`src/rtl/gpef_pkg.sv`:
```
// Shared constants and types for the two-port general-purpose I/O block
package gpef_pkg;

    // Register byte offsets, one aligned 32-bit word each
    localparam logic [7:0] GPEF_OFS_EAST_PIN_STATE = 8'h00;
    localparam logic [7:0] GPEF_OFS_EAST_PULLUP = 8'h04;
    localparam logic [7:0] GPEF_OFS_EAST_DIR = 8'h08;
    localparam logic [7:0] GPEF_OFS_EAST_LATCH = 8'h0C;
    localparam logic [7:0] GPEF_OFS_FIFTH_DIR = 8'h10;
    localparam logic [7:0] GPEF_OFS_FIFTH_LATCH = 8'h14;
    localparam logic [7:0] GPEF_OFS_FIFTH_PIN_STATE = 8'h18;
    localparam logic [7:0] GPEF_OFS_SEG_SELECT = 8'h1C;

    // Field positions and widths
    localparam int GPEF_PORT_W = 8;
    localparam int GPEF_SEG_W = 4;
    localparam int GPEF_MODE_W = 3;
    localparam int GPEF_CLK_PIN = 7;
    localparam int GPEF_RSVD_PIN = 1;

    // Reset values
    localparam logic [7:0] GPEF_RST_EAST_PULLUP = 8'h00;
    localparam logic [7:0] GPEF_RST_EAST_DIR = 8'h00;
    localparam logic [7:0] GPEF_RST_EAST_LATCH = 8'h00;
    localparam logic [7:0] GPEF_RST_FIFTH_DIR = 8'h00;
    localparam logic [7:0] GPEF_RST_FIFTH_LATCH = 8'h00;
    localparam logic [3:0] GPEF_RST_SEG_SELECT = 4'h0;
    localparam logic GPEF_RST_CLK_DIR = 1'b1;
    localparam logic GPEF_RST_CLK_DIR_SINGLE = 1'b0;

    // Implemented bits of the fifth port: pins 7..2 and 0
    localparam logic [7:0] GPEF_FIFTH_MASK = 8'hFD;

    // Operating modes
    localparam logic [2:0] GPEF_MODE_EXP_LO = 3'h4;
    localparam logic [2:0] GPEF_MODE_EXP_HI = 3'h6;
    localparam logic [2:0] GPEF_MODE_SINGLE = 3'h7;

    // Segment-select value that keeps the pins as a port
    localparam logic [3:0] GPEF_SEG_PORT = 4'h0;

    // Synchroniser depth for pins
    localparam int GPEF_SYNC_STAGES = 3;

    // AXI responses
    localparam logic [1:0] GPEF_RESP_OKAY = 2'h0;
    localparam logic [1:0] GPEF_RESP_SLVERR = 2'h2;

    typedef enum logic [3:0] {
        GPEF_REG_EAST_PIN_STATE,
        GPEF_REG_EAST_PULLUP,
        GPEF_REG_EAST_DIR,
        GPEF_REG_EAST_LATCH,
        GPEF_REG_FIFTH_DIR,
        GPEF_REG_FIFTH_LATCH,
        GPEF_REG_FIFTH_PIN_STATE,
        GPEF_REG_SEG_SELECT,
        GPEF_REG_NONE
    } gpef_reg_t;

endpackage

```
`src/rtl/gpef_sync.sv`:
```
// Three-stage pin synchroniser with agree-to-change output register
`timescale 1ns/100ps
module gpef_sync import gpef_pkg::*; #(
    parameter int WIDTH = 8,
    parameter bit USE_RESET = 1'b1
) (
    // Clock and reset
    input wire logic aclk,
    input wire logic aresetn,
    // Asynchronous input and settled output
    input wire logic [WIDTH-1:0] async_in,
    output logic [WIDTH-1:0] sync_out
);
    logic [WIDTH-1:0] stage1_reg;
    logic [WIDTH-1:0] stage2_reg;
    logic [WIDTH-1:0] stage3_reg;
    logic [WIDTH-1:0] out_reg;

    // Pipeline carries no reset so straps pass through while reset is held
    always_ff @(posedge aclk) begin
        stage1_reg <= async_in;
        stage2_reg <= stage1_reg;
        stage3_reg <= stage2_reg;
    end

    // A bit changes only once stages two and three agree
    genvar i;
    generate
        for (i = 0; i < WIDTH; i++) begin : g_bit
            always_ff @(posedge aclk) begin
                if (USE_RESET && !aresetn) begin
                    out_reg[i] <= 1'b0;
                end else if (stage2_reg[i] == stage3_reg[i]) begin
                    out_reg[i] <= stage3_reg[i];
                end
            end
        end
    endgenerate

    assign sync_out = out_reg;
endmodule // gpef_sync

```
`src/rtl/gpef_axil.sv`:
```
// AXI4-Lite slave front end producing a register write strobe and the read address
`timescale 1ns/100ps
module gpef_axil import gpef_pkg::*; (
    // Clock and reset
    input wire logic aclk,
    input wire logic aresetn,
    // Write address channel
    input wire logic [7:0] s_axi_awaddr,
    input wire logic s_axi_awvalid,
    output logic s_axi_awready,
    // Write data channel
    input wire logic [31:0] s_axi_wdata,
    input wire logic [3:0] s_axi_wstrb,
    input wire logic s_axi_wvalid,
    output logic s_axi_wready,
    // Write response channel
    output logic [1:0] s_axi_bresp,
    output logic s_axi_bvalid,
    input wire logic s_axi_bready,
    // Read address channel
    input wire logic [7:0] s_axi_araddr,
    input wire logic s_axi_arvalid,
    output logic s_axi_arready,
    // Read data channel
    output logic [31:0] s_axi_rdata,
    output logic [1:0] s_axi_rresp,
    output logic s_axi_rvalid,
    input wire logic s_axi_rready,
    // Register side
    output logic wr_en,
    output logic [7:0] wr_addr,
    output logic [31:0] wr_data,
    output logic [3:0] wr_strb,
    input wire logic wr_err,
    output logic [7:0] rd_addr,
    input wire logic [31:0] rd_data,
    input wire logic rd_err
);
    logic aw_full_reg, aw_full_next;
    logic w_full_reg, w_full_next;
    logic awready_reg, wready_reg, bvalid_reg, bvalid_next;
    logic arready_reg, rvalid_reg, rvalid_next;
    logic [7:0] awaddr_reg;
    logic [31:0] wdata_reg;
    logic [3:0] wstrb_reg;
    logic [1:0] bresp_reg, rresp_reg;
    logic [31:0] rdata_reg;
    logic aw_hs, w_hs, ar_hs;

    assign aw_hs = s_axi_awvalid && awready_reg;
    assign w_hs = s_axi_wvalid && wready_reg;
    assign ar_hs = s_axi_arvalid && arready_reg;
    // Address and data may arrive in either order; write once both are held
    assign wr_en = aw_full_reg && w_full_reg && !bvalid_reg;
    assign aw_full_next = aw_hs ? 1'b1 : (wr_en ? 1'b0 : aw_full_reg);
    assign w_full_next = w_hs ? 1'b1 : (wr_en ? 1'b0 : w_full_reg);
    assign bvalid_next = wr_en ? 1'b1 : ((bvalid_reg && s_axi_bready) ? 1'b0 : bvalid_reg);
    assign rvalid_next = ar_hs ? 1'b1 : ((rvalid_reg && s_axi_rready) ? 1'b0 : rvalid_reg);

    always_ff @(posedge aclk) begin
        if (!aresetn) begin
            aw_full_reg <= 1'b0;
            w_full_reg <= 1'b0;
            awready_reg <= 1'b0;
            wready_reg <= 1'b0;
            bvalid_reg <= 1'b0;
            bresp_reg <= GPEF_RESP_OKAY;
        end else begin
            aw_full_reg <= aw_full_next;
            w_full_reg <= w_full_next;
            awready_reg <= !aw_full_next;
            wready_reg <= !w_full_next;
            bvalid_reg <= bvalid_next;
            if (wr_en) begin
                bresp_reg <= wr_err ? GPEF_RESP_SLVERR : GPEF_RESP_OKAY;
            end
        end
    end

    always_ff @(posedge aclk) begin
        if (!aresetn) begin
            awaddr_reg <= 8'h00;
            wdata_reg <= 32'h00000000;
            wstrb_reg <= 4'h0;
        end else begin
            if (aw_hs) begin
                awaddr_reg <= s_axi_awaddr;
            end
            if (w_hs) begin
                wdata_reg <= s_axi_wdata;
                wstrb_reg <= s_axi_wstrb;
            end
        end
    end

    // Read data is captured at the address handshake edge
    always_ff @(posedge aclk) begin
        if (!aresetn) begin
            arready_reg <= 1'b0;
            rvalid_reg <= 1'b0;
            rdata_reg <= 32'h00000000;
            rresp_reg <= GPEF_RESP_OKAY;
        end else begin
            arready_reg <= !rvalid_next && !ar_hs;
            rvalid_reg <= rvalid_next;
            if (ar_hs) begin
                rdata_reg <= rd_data;
                rresp_reg <= rd_err ? GPEF_RESP_SLVERR : GPEF_RESP_OKAY;
            end
        end
    end

    assign wr_addr = awaddr_reg;
    assign wr_data = wdata_reg;
    assign wr_strb = wstrb_reg;
    assign rd_addr = s_axi_araddr;
    assign s_axi_awready = awready_reg;
    assign s_axi_wready = wready_reg;
    assign s_axi_bvalid = bvalid_reg;
    assign s_axi_bresp = bresp_reg;
    assign s_axi_arready = arready_reg;
    assign s_axi_rvalid = rvalid_reg;
    assign s_axi_rdata = rdata_reg;
    assign s_axi_rresp = rresp_reg;
endmodule // gpef_axil

```
`src/rtl/gpef_top.sv`:
```
// Two general-purpose ports: east (8 pins) and fifth (7 pins) with register access
//
// Design decisions made here: the register addresses and the AXI4-Lite slave port.
`timescale 1ns/100ps
module gpef_top import gpef_pkg::*; (
    // Clock and reset
    input wire logic aclk,
    input wire logic aresetn,
    // AXI4-Lite write address
    input wire logic [7:0] s_axi_awaddr,
    input wire logic s_axi_awvalid,
    output logic s_axi_awready,
    // AXI4-Lite write data
    input wire logic [31:0] s_axi_wdata,
    input wire logic [3:0] s_axi_wstrb,
    input wire logic s_axi_wvalid,
    output logic s_axi_wready,
    // AXI4-Lite write response
    output logic [1:0] s_axi_bresp,
    output logic s_axi_bvalid,
    input wire logic s_axi_bready,
    // AXI4-Lite read address
    input wire logic [7:0] s_axi_araddr,
    input wire logic s_axi_arvalid,
    output logic s_axi_arready,
    // AXI4-Lite read data
    output logic [31:0] s_axi_rdata,
    output logic [1:0] s_axi_rresp,
    output logic s_axi_rvalid,
    input wire logic s_axi_rready,
    // Mode straps
    input wire logic [2:0] mode_pins,
    input wire logic bus16_pin,
    // East port pins
    input wire logic [7:0] east_pin_i,
    output logic [7:0] east_pin_o,
    output logic [7:0] east_pin_oe,
    output logic [7:0] east_pullup_en,
    // External data bus low byte and segment drive
    input wire logic [7:0] ext_data_out,
    input wire logic ext_data_oe,
    output logic [7:0] ext_data_in,
    input wire logic [7:0] segment_outputs_low,
    // Fifth port pins
    input wire logic [7:0] fifth_pin_i,
    output logic [7:0] fifth_pin_o,
    output logic [7:0] fifth_pin_oe
);
    logic wr_en;
    logic wr_err;
    logic rd_err;
    logic [7:0] wr_addr;
    logic [7:0] rd_addr;
    logic [31:0] wr_data;
    logic [31:0] rd_data;
    logic [3:0] wr_strb;
    logic [2:0] mode_q;
    logic bus16_q;
    logic [7:0] east_pin_q;
    logic [7:0] fifth_pin_q;
    gpef_reg_t wr_sel;
    gpef_reg_t rd_sel;
    logic lane0;

    logic [7:0] east_pullup_ctrl_reg;
    logic [7:0] east_direction_bits_reg;
    logic [7:0] east_output_latch_reg;
    logic [7:0] fifth_port_direction_bits_reg;
    logic [7:0] fifth_port_output_latch_reg;
    logic [3:0] segment_select_field_reg;
    logic clk_phase_reg;
    logic [7:0] east_pin_o_reg;
    logic [7:0] east_pin_oe_reg;
    logic [7:0] east_pullup_en_reg;
    logic [7:0] ext_data_in_reg;
    logic [7:0] fifth_pin_o_reg;
    logic [7:0] fifth_pin_oe_reg;

    logic mode_exp;
    logic mode_single;
    logic seg_on;
    logic bus_data;
    logic [7:0] east_pin_state;
    logic [7:0] fifth_pin_state;

    function automatic gpef_reg_t gpef_decode(input logic [7:0] addr);
        gpef_reg_t sel;
        sel = GPEF_REG_NONE;
        case (addr)
            GPEF_OFS_EAST_PIN_STATE: sel = GPEF_REG_EAST_PIN_STATE;
            GPEF_OFS_EAST_PULLUP: sel = GPEF_REG_EAST_PULLUP;
            GPEF_OFS_EAST_DIR: sel = GPEF_REG_EAST_DIR;
            GPEF_OFS_EAST_LATCH: sel = GPEF_REG_EAST_LATCH;
            GPEF_OFS_FIFTH_DIR: sel = GPEF_REG_FIFTH_DIR;
            GPEF_OFS_FIFTH_LATCH: sel = GPEF_REG_FIFTH_LATCH;
            GPEF_OFS_FIFTH_PIN_STATE: sel = GPEF_REG_FIFTH_PIN_STATE;
            GPEF_OFS_SEG_SELECT: sel = GPEF_REG_SEG_SELECT;
            default: sel = GPEF_REG_NONE;
        endcase
        return sel;
    endfunction

    gpef_axil u_axil (
        .aclk(aclk),
        .aresetn(aresetn),
        .s_axi_awaddr(s_axi_awaddr),
        .s_axi_awvalid(s_axi_awvalid),
        .s_axi_awready(s_axi_awready),
        .s_axi_wdata(s_axi_wdata),
        .s_axi_wstrb(s_axi_wstrb),
        .s_axi_wvalid(s_axi_wvalid),
        .s_axi_wready(s_axi_wready),
        .s_axi_bresp(s_axi_bresp),
        .s_axi_bvalid(s_axi_bvalid),
        .s_axi_bready(s_axi_bready),
        .s_axi_araddr(s_axi_araddr),
        .s_axi_arvalid(s_axi_arvalid),
        .s_axi_arready(s_axi_arready),
        .s_axi_rdata(s_axi_rdata),
        .s_axi_rresp(s_axi_rresp),
        .s_axi_rvalid(s_axi_rvalid),
        .s_axi_rready(s_axi_rready),
        .wr_en(wr_en),
        .wr_addr(wr_addr),
        .wr_data(wr_data),
        .wr_strb(wr_strb),
        .wr_err(wr_err),
        .rd_addr(rd_addr),
        .rd_data(rd_data),
        .rd_err(rd_err)
    );

    // Straps must pass while reset is held, so no reset on this path
    gpef_sync #(.WIDTH(GPEF_MODE_W + 1), .USE_RESET(1'b0)) u_sync_mode (
        .aclk(aclk),
        .aresetn(aresetn),
        .async_in({bus16_pin, mode_pins}),
        .sync_out({bus16_q, mode_q})
    );

    // Pins reset to zero so no stale level reads back after reset
    gpef_sync #(.WIDTH(2 * GPEF_PORT_W), .USE_RESET(1'b1)) u_sync_pins (
        .aclk(aclk),
        .aresetn(aresetn),
        .async_in({fifth_pin_i, east_pin_i}),
        .sync_out({fifth_pin_q, east_pin_q})
    );

    // Straps are used only once settled, never raw
    assign mode_exp = (mode_q >= GPEF_MODE_EXP_LO) && (mode_q <= GPEF_MODE_EXP_HI);
    assign mode_single = (mode_q == GPEF_MODE_SINGLE);
    assign seg_on = (segment_select_field_reg != GPEF_SEG_PORT);
    assign bus_data = mode_exp && bus16_q && !seg_on;
    assign wr_sel = gpef_decode(wr_addr);
    assign rd_sel = gpef_decode(rd_addr);
    assign lane0 = wr_strb[0];
    // Unmapped offsets answer with an error and change nothing
    assign wr_err = (wr_sel == GPEF_REG_NONE);
    assign rd_err = (rd_sel == GPEF_REG_NONE);

    // Output pins read back the latch, input pins read the pin
    assign east_pin_state = (east_direction_bits_reg & east_output_latch_reg) |
                            (~east_direction_bits_reg & east_pin_q);
    assign fifth_pin_state = ((fifth_port_direction_bits_reg & fifth_port_output_latch_reg) |
                              (~fifth_port_direction_bits_reg & fifth_pin_q)) & GPEF_FIFTH_MASK;

    // Write-only registers read as zero, standing in for an undefined value
    always_comb begin
        rd_data = 32'h00000000;
        unique case (rd_sel)
            GPEF_REG_EAST_PIN_STATE: rd_data[7:0] = east_pin_state;
            GPEF_REG_EAST_PULLUP: rd_data[7:0] = east_pullup_ctrl_reg;
            GPEF_REG_EAST_DIR: rd_data[7:0] = 8'h00;
            GPEF_REG_EAST_LATCH: rd_data[7:0] = east_output_latch_reg;
            GPEF_REG_FIFTH_DIR: rd_data[7:0] = 8'h00;
            GPEF_REG_FIFTH_LATCH: rd_data[7:0] = fifth_port_output_latch_reg & GPEF_FIFTH_MASK;
            GPEF_REG_FIFTH_PIN_STATE: rd_data[7:0] = fifth_pin_state;
            GPEF_REG_SEG_SELECT: rd_data[3:0] = segment_select_field_reg;
            GPEF_REG_NONE: rd_data = 32'h00000000;
        endcase
    end

    // East registers; the pin-state offset decodes but stores nothing
    always_ff @(posedge aclk) begin
        if (!aresetn) begin
            east_pullup_ctrl_reg <= GPEF_RST_EAST_PULLUP;
            east_direction_bits_reg <= GPEF_RST_EAST_DIR;
            east_output_latch_reg <= GPEF_RST_EAST_LATCH;
        end else if (wr_en && lane0) begin
            unique case (wr_sel)
                GPEF_REG_EAST_PULLUP: east_pullup_ctrl_reg <= wr_data[7:0];
                GPEF_REG_EAST_DIR: east_direction_bits_reg <= wr_data[7:0];
                GPEF_REG_EAST_LATCH: east_output_latch_reg <= wr_data[7:0];
                GPEF_REG_EAST_PIN_STATE: east_output_latch_reg <= east_output_latch_reg;
                GPEF_REG_FIFTH_DIR, GPEF_REG_FIFTH_LATCH, GPEF_REG_FIFTH_PIN_STATE,
                GPEF_REG_SEG_SELECT, GPEF_REG_NONE: east_pullup_ctrl_reg <= east_pullup_ctrl_reg;
            endcase
        end
    end

    // Fifth-port registers; reserved bit 1 is never stored
    always_ff @(posedge aclk) begin
        if (!aresetn) begin
            fifth_port_direction_bits_reg <= GPEF_RST_FIFTH_DIR;
            fifth_port_direction_bits_reg[GPEF_CLK_PIN] <= mode_single ?
                GPEF_RST_CLK_DIR_SINGLE : GPEF_RST_CLK_DIR;
            fifth_port_output_latch_reg <= GPEF_RST_FIFTH_LATCH;
        end else if (wr_en && lane0) begin
            if (wr_sel == GPEF_REG_FIFTH_DIR) begin
                fifth_port_direction_bits_reg <= wr_data[7:0] & GPEF_FIFTH_MASK;
            end
            if (wr_sel == GPEF_REG_FIFTH_LATCH) begin
                fifth_port_output_latch_reg <= wr_data[7:0] & GPEF_FIFTH_MASK;
            end
        end
    end

    always_ff @(posedge aclk) begin
        if (!aresetn) begin
            segment_select_field_reg <= GPEF_RST_SEG_SELECT;
        end else if (wr_en && lane0 && (wr_sel == GPEF_REG_SEG_SELECT)) begin
            segment_select_field_reg <= wr_data[3:0];
        end
    end

    // Registered pins cannot carry aclk itself; the clock pin gets aclk/2
    always_ff @(posedge aclk) begin
        if (!aresetn) begin
            clk_phase_reg <= 1'b0;
        end else begin
            clk_phase_reg <= !clk_phase_reg;
        end
    end

    // East pin drive and pull-ups, segment use taking priority over the bus
    always_ff @(posedge aclk) begin
        if (!aresetn) begin
            east_pin_o_reg <= 8'h00;
            east_pin_oe_reg <= 8'h00;
            east_pullup_en_reg <= 8'h00;
            ext_data_in_reg <= 8'h00;
        end else begin
            ext_data_in_reg <= east_pin_q;
            if (seg_on) begin
                east_pin_o_reg <= segment_outputs_low;
                east_pin_oe_reg <= 8'hFF;
                east_pullup_en_reg <= 8'h00;
            end else if (bus_data) begin
                east_pin_o_reg <= ext_data_out;
                east_pin_oe_reg <= {GPEF_PORT_W{ext_data_oe}};
                east_pullup_en_reg <= 8'h00;
            end else begin
                east_pin_o_reg <= east_output_latch_reg;
                east_pin_oe_reg <= east_direction_bits_reg;
                east_pullup_en_reg <= ((mode_exp || mode_single) ? 8'hFF : 8'h00) &
                                      ~east_direction_bits_reg & east_pullup_ctrl_reg;
            end
        end
    end

    // Fifth pin drive: clock on pin 7, latch elsewhere, bit 1 idle
    genvar i;
    generate
        for (i = 0; i < GPEF_PORT_W; i++) begin : g_fifth
            always_ff @(posedge aclk) begin
                if (!aresetn) begin
                    fifth_pin_o_reg[i] <= 1'b0;
                    fifth_pin_oe_reg[i] <= 1'b0;
                end else if (i == GPEF_CLK_PIN) begin
                    fifth_pin_o_reg[i] <= clk_phase_reg;
                    fifth_pin_oe_reg[i] <= fifth_port_direction_bits_reg[i];
                end else if (i == GPEF_RSVD_PIN) begin
                    fifth_pin_o_reg[i] <= 1'b0;
                    fifth_pin_oe_reg[i] <= 1'b0;
                end else begin
                    fifth_pin_o_reg[i] <= fifth_port_output_latch_reg[i];
                    fifth_pin_oe_reg[i] <= fifth_port_direction_bits_reg[i];
                end
            end
        end
    endgenerate

    assign east_pin_o = east_pin_o_reg;
    assign east_pin_oe = east_pin_oe_reg;
    assign east_pullup_en = east_pullup_en_reg;
    assign ext_data_in = ext_data_in_reg;
    assign fifth_pin_o = fifth_pin_o_reg;
    assign fifth_pin_oe = fifth_pin_oe_reg;
endmodule // gpef_top

```
`config.mk`:
```
export PLATFORM = sky130hd
export DESIGN_NAME = gpef_top
export DESIGN_NICKNAME = d
export VERILOG_FILES = /design/src/rtl/gpef_pkg.sv /design/src/rtl/gpef_sync.sv /design/src/rtl/gpef_axil.sv /design/src/rtl/gpef_top.sv
export SDC_FILE = /design/constraint.sdc
export NUM_CORES = 1
export LEC_CHECK = 0
export BUFFER_PORTS_ARGS = -buffer_cell sky130_fd_sc_hd__buf_2
export CORE_MARGIN = 8
export CORE_UTILIZATION = 55
export CTS_CLUSTER_SIZE = 16
export DETAILED_ROUTE_END_ITERATION = 10
export PLACE_DENSITY_LB_ADDON = 0.25
export SETUP_SLACK_MARGIN = 0.02
export SLEW_MARGIN = 20
export SYNTH_ARGS = -nofsm -noshare
export SYNTH_HDL_FRONTEND = slang
export SYNTH_HIERARCHICAL = 1
export SYNTH_SLANG_ARGS = --single-unit
```
`constraint.sdc`:
```
create_clock -name aclk -period 1.95 [get_ports aclk]
set_clock_uncertainty 0.1 [all_clocks]
set_input_delay 0.39 -clock aclk [delete_from_list [all_inputs] [get_ports aclk]]
set_output_delay 0.39 -clock aclk [all_outputs]
set_load 0.05 [all_outputs]
```
==> results of run 1 <==
## final timing paths
check	startpoint	end	cells past startpoint
setup / recovery	u_axil/s_axi_awready	s_axi_awready	1
hold reg to reg	u_sync_pins/stage1_reg[4]	u_sync_pins/stage2_reg[4]	0
hold / removal	s_axi_wstrb[0]	u_axil/wr_strb[0]	3
setup reg to reg	u_axil/s_axi_bvalid	fifth_port_output_latch_reg[7]	6
## cell type report
cell class / instances / share of cell area [%]
clock buffers: 31 / 6.519
clock inverters: 9 / 1.258
flip-flops and latches: 223 / 46.30
well taps: 184 / 2.361
repair buffers: 192 / 11.39
inverters: 15 / 0.5774
multi-input cells: 486 / 31.59
## where the power goes
part | leakage [nW] | internal (W) | switching [W]
clock network | 0.373 | 0.00267 | 0.00169
logic | 2.14 | 0.000257 | 0.000479
registers | 1.84 | 0.00474 | 0.0000865
total | 4.35 | 0.00767 | 0.00225
## metrics by stage
step	hold WS (ns)	std cells
after detailed placement	0.2121	1081
after global placement	0.2103	1081
after global routing	0.01546	1140
after CTS	0.01965	1140
after floorplan	0.2096	781
final	0.03483	1140
## layer usage
layer	up-vias	GRT usage [%]	part of all wire, %
li1	2904	-	-
met1	2686	23.15	43
met2	130	31.32	49
met3	26	3.806	6.2
met4	0	5.613	1.8
met5	-	0	0
## what timing repair did
| item | CTS | global route |
|---|---|---|
| hold buffers | 19 | 0 |
| endpoints found under the hold margin | 19 | 0 |
| endpoints found under the setup margin | 0 | 0 |
| buffers inserted | 0 | 0 |
| resized for setup | 0 | 0 |
==> summary.txt, run 1 <==
Cells and area
  • Reg area: ~4500 µm²
  • Commonest cells after routing, fill and taps aside: dfxtp_1, nand2_1, buf_2
  • Antenna cells: 0
  • Fill cell count: 1,139
  • Final net count: just over 1,000
  • Number of flip-flops in the largest register: 32
  • Post-route cell area: about 9800 µm²
  • Commonest non-fill, non-tap cell in the layout: dfxtp_1
  • Final core utilization: 68.12%
  • Layout cells sized above 1: 25.94%
  • Area grow syn2layout: 22.84%
  • Multi-input logic area: just over 3000 µm²

Routing
  • Remaining DRCs: 0
  • Drt first pass iters: 6
  • Final wirelength: ~18 mm
  • Post-route ant nets: 0
  • Vias per Instance: 5.040
  • Avg WL per Cell: 15.44 µm
  • Vias: 5,746
  • DRT iter0 DRCs: 345

GRT
  • Total gr overflow: 0
  • Vias in the first global route: 5,485
  • Largest net degree at the start of global routing: 36
  • Initial antenna violation count: 0
  • First-pass GRT wire length: approximately 28 mm
  • GRT Util Overall: about 18%

Setup path
  • Critical path, cell by cell: buf_2
  • Worst EP required: between 1 and 1.5 ns
  • Crit path max fanout: 10
  • Delay-heaviest family, CP: flip-flops
  • Arr. time, crit path: 1.35 ns
  • R2R Setup Slk: 0.27 ns
  • Worst setup EP type: output pin
  • Worst path bufs/invs: 1
  • Critical path class: register to output pin
  • Worst setup SP type: register
  • CP max stage delay: 0.52 ns
  • Slowest CP cell: dfxtp_1

Status
  • Status: finished clean

STA
  • Final setup TNS: 0 ns
  • Final Hold Vio Count: 0
  • Final worst-path cycle share: a little over nine tenths
  • Actual slew at the worst max-slew pin: 0.6699 ns
  • Count of pins over their slew limit: 0
  • Maximum clock frequency: roughly 540 MHz
  • RSZ-0062 raised after global routing: no
  • Slew HR: 55.18%
  • # setup viols final: 0
  • Minimum clock period: 1.844 ns
  • Final WS setup: 0.1061 ns

Floorplanning
  • Num ports: 185
  • Die Width: 136.1 µm
  • Cell row count: 44
  • Initial core utilization: 55.45%
  • CORE AREA: 14,310 µm²
  • Die height: ~140 µm
  • Die area: 18,530 µm²

Clocking
  • Clk sink count: 223
  • CTS tree: done
  • CTS root buffer: clkbuf_16
  • Max clock buf depth: 3
  • Clock-pin slew of the registers on the worst-case setup and hold paths: 0.06 ns
  • Clock buffer count from CTS: 22
  • Clk Latency, worst-skew pair: 0.50 ns
  • Number of H-tree levels: 1

Hold path
  • Hold Path Class: primary input to register

Synthesis
  • Syn Inst Count: ~760
  • Yosys warns: 6
  • Mean post-synth cell area: 10.51 µm²
  • Synth Cell Area: 7938 µm²

Power
  • Worst IR Drop VDD: 754.5 µV
  • Pleak: 4.348 nW
  • Total power: between 0.009 and 0.01 W
  • Pwr/cell area: about 1000 nW/µm²

Placed design
  • Placed Area: around 9000 µm²
  • Final HPWL DP: about 12 mm
  • Setup Slack @ Placement: 0.06191 ns
  • Placer Congestion: 0.9039
  • # port buffers: around 150

Flow run
  • Max_cap viols: 0
Note: power is estimated with default switching activity, not from simulation.
==> inputs of run 2 (changes only) <==
- MAX_ROUTING_LAYER: unset -> met4
- SETUP_SLACK_MARGIN: 0.02 -> 0.15
==> run 2 against run 1 <==
- count of clock-buffer cells in the layout stayed put
- via count is 0.37% higher
- largest power group unchanged
- sequential power hardly changed
- combinational power hardly changed
- critical endpoint is now fifth_port_output_latch_reg[7]
- fmax is 9.3% higher
==> summary.txt, run 2 (same netlist as run 1, synthesis figures left out) <==
Clocking
  • Clk sink count: 223
  • CTS root buffer: clkbuf_16
  • Clock-pin slew of the registers on the worst-case setup and hold paths: 0.06 ns
  • Max clock buf depth: 3
  • Number of H-tree levels: 1
  • Clock buffer count from CTS: 22
  • Clk Latency, worst-skew pair: around 0.50 ns
  • CTS tree: done

STA
  • Final setup TNS: 0 ns
  • Final Hold Vio Count: 0
  • RSZ-0062 raised after global routing: no
  • Minimum clock period: 1.686 ns
  • Maximum clock frequency: ~600 MHz
  • Count of pins over their slew limit: 0
  • # setup viols final: 0
  • Final worst-path cycle share: approximately 86%
  • Actual slew at the worst max-slew pin: around 0.65 ns
  • Hold slack final: 0.03781 ns
  • Slew HR: approximately 56%

Power
  • Gate power share: 7.4%
  • Sequential cell fraction of total power: between 40% and 50%
  • Worst IR Drop VDD: ~760 µV
  • Pleak: ~4.3 nW
  • Total power: 0.009929 W
  • Pint: 0.007670 W
  • Pwr/cell area: 1018 nW/µm²
  • Clock Power Share: 44.0%
  • Psw: between 0.002 and 0.0025 W
  • Sw frac: 22.75%

Cells and area
  • Final net count: just over 1,000
  • Antenna cells: 0
  • Area grow syn2layout: 22.89%
  • Multi-input logic area: 3080 µm²
  • Commonest cells after routing, fill and taps aside: dfxtp_1, nand2_1, buf_2
  • Reg area: 4516 µm²
  • Fill cell count: 1,138
  • Commonest non-fill, non-tap cell in the layout: dfxtp_1
  • Finished Layout Cells: 1,140
  • Layout cells sized above 1: 26.05%
  • Post-route cell area: 9754 µm²
  • Number of flip-flops in the largest register: 32

Setup path
  • CP max stage delay: 0.34 ns
  • Delay-heaviest family, CP: simple AND/OR/NAND/NOR gates
  • Slowest CP cell: nor4bb_1
  • Arr. time, crit path: 1.95 ns
  • Worst setup EP type: register
  • Crit path max fanout: 7
  • Worst path bufs/invs: 2
  • Critical path, cell by cell: nand3b_1 -> inv_1 -> nor4bb_1 -> nand4b_1 -> buf_4 -> mux2i_1
  • Critical path class: register to register
  • Worst EP required: ~2.2 ns
  • Worst setup SP type: register

Flow run
  • Max_cap viols: 0

Routing
  • Drt first pass iters: 5
  • DRT iter0 DRCs: approximately 360
  • Vias per Instance: 5.059
  • Met2 WL: 8.683 mm
  • DR WL met3: roughly 950 µm
  • Post-route ant nets: 0
  • Remaining DRCs: 0
  • Vias: roughly 5,800
  • M1 WL: 7.682 mm
  • Final wirelength: 17.64 mm
  • Max Used Layer: met4
  • Avg WL per Cell: 15.47 µm

GRT
  • Vias in the first global route: between 5,000 and 6,000
  • Initial antenna violation count: 0
  • GRT Util Overall: 19.02%
  • First-pass GRT wire length: 27.70 mm
  • Total gr overflow: 0
  • Largest net degree at the start of global routing: 36

Placed design
  • Placed Area: 8802 µm²
  • Placer Congestion: between 0.9 and 1
  • Cells after DPL: 1,081
  • # port buffers: about 150
  • Final HPWL DP: 12.39 mm

Floorplanning
  • Num ports: 185
  • CORE AREA: ~14,000 µm²
  • Cell row count: 44
  • Die height: 136.1 µm
  • Initial core utilization: 55.45%
  • Die Width: 136.1 µm
  • Die area: about 19,000 µm²

Status
  • Status: finished clean

Hold path
  • Hold Path Class: primary input to register
==> run 2: cell counts in the layout (fill, tap and decap cells not counted) <==
No cell type changed its count.
==> run 2: power by group through the flow <==
stage / logic [W] / clock network, W / registers [W]
final: 0.000737 / 0.00437 / 0.00483
after global routing: 0.000794 / 0.00466 / 0.00485
after CTS: 0.000738 / 0.00444 / 0.00483
after detailed placement: 0.000704 / 0 / 0.00493
after global placement: 0.000697 / 0 / 0.00492
after floorplan: 0.000379 / 0 / 0.00508
==> run 2: final timing paths <==
check	from	endpoint	slack (ns)	cells past startpoint
setup / recovery	u_axil/s_axi_bvalid	fifth_port_output_latch_reg[7]	0.26	6
hold reg to reg	u_sync_pins/stage1_reg[4]	u_sync_pins/stage2_reg[4]	0.22	0
setup reg to reg	u_axil/s_axi_bvalid	fifth_port_output_latch_reg[7]	0.26	6
hold / removal	s_axi_wstrb[0]	u_axil/wr_strb[0]	0.04	3
==> run 2: area by class of cell <==
type | instances | area share, %
Multi-Input combinational cell | 486 | 31.58
Clock inverter | 9 | 1.257
Tap cell | 184 | 2.360
Inverter | 15 | 0.5772
Clock buffer | 31 | 6.516
Timing Repair Buffer | 192 | 11.42
Sequential cell | 223 | 46.29
==> run 2: worst min-delay path, stage by stage <==
cell	delay [ns]
buf_2	0.10
nand2_2	0.06
a21boi_2	0.04
==> run 2: per-stage QoR <==
step / util (%) / setup WS [ns]
final: 68.15 / 0.2638
after global routing: 68.15 / 0.1642
after CTS: 68.15 / 0.2804
after detailed placement: 61.49 / 0.06191
after global placement: 61.49 / 0.1191
after floorplan: - / 0.1822
==> run 2: per-layer routing <==
layer  global-route usage [%]  up-vias
met5                        -        -
met4                    5.613        0
met3                    3.215       28
met2                    31.34      141
met1                    23.51     2694
li1                         -     2904
==> run 2: timing repair <==
item                                   CTS  global route
setup endpoints to repair                1             0
buffers inserted                         0             0
resized for setup                        2             0
endpoints found under the hold margin   19             0
hold buffers                            19             0
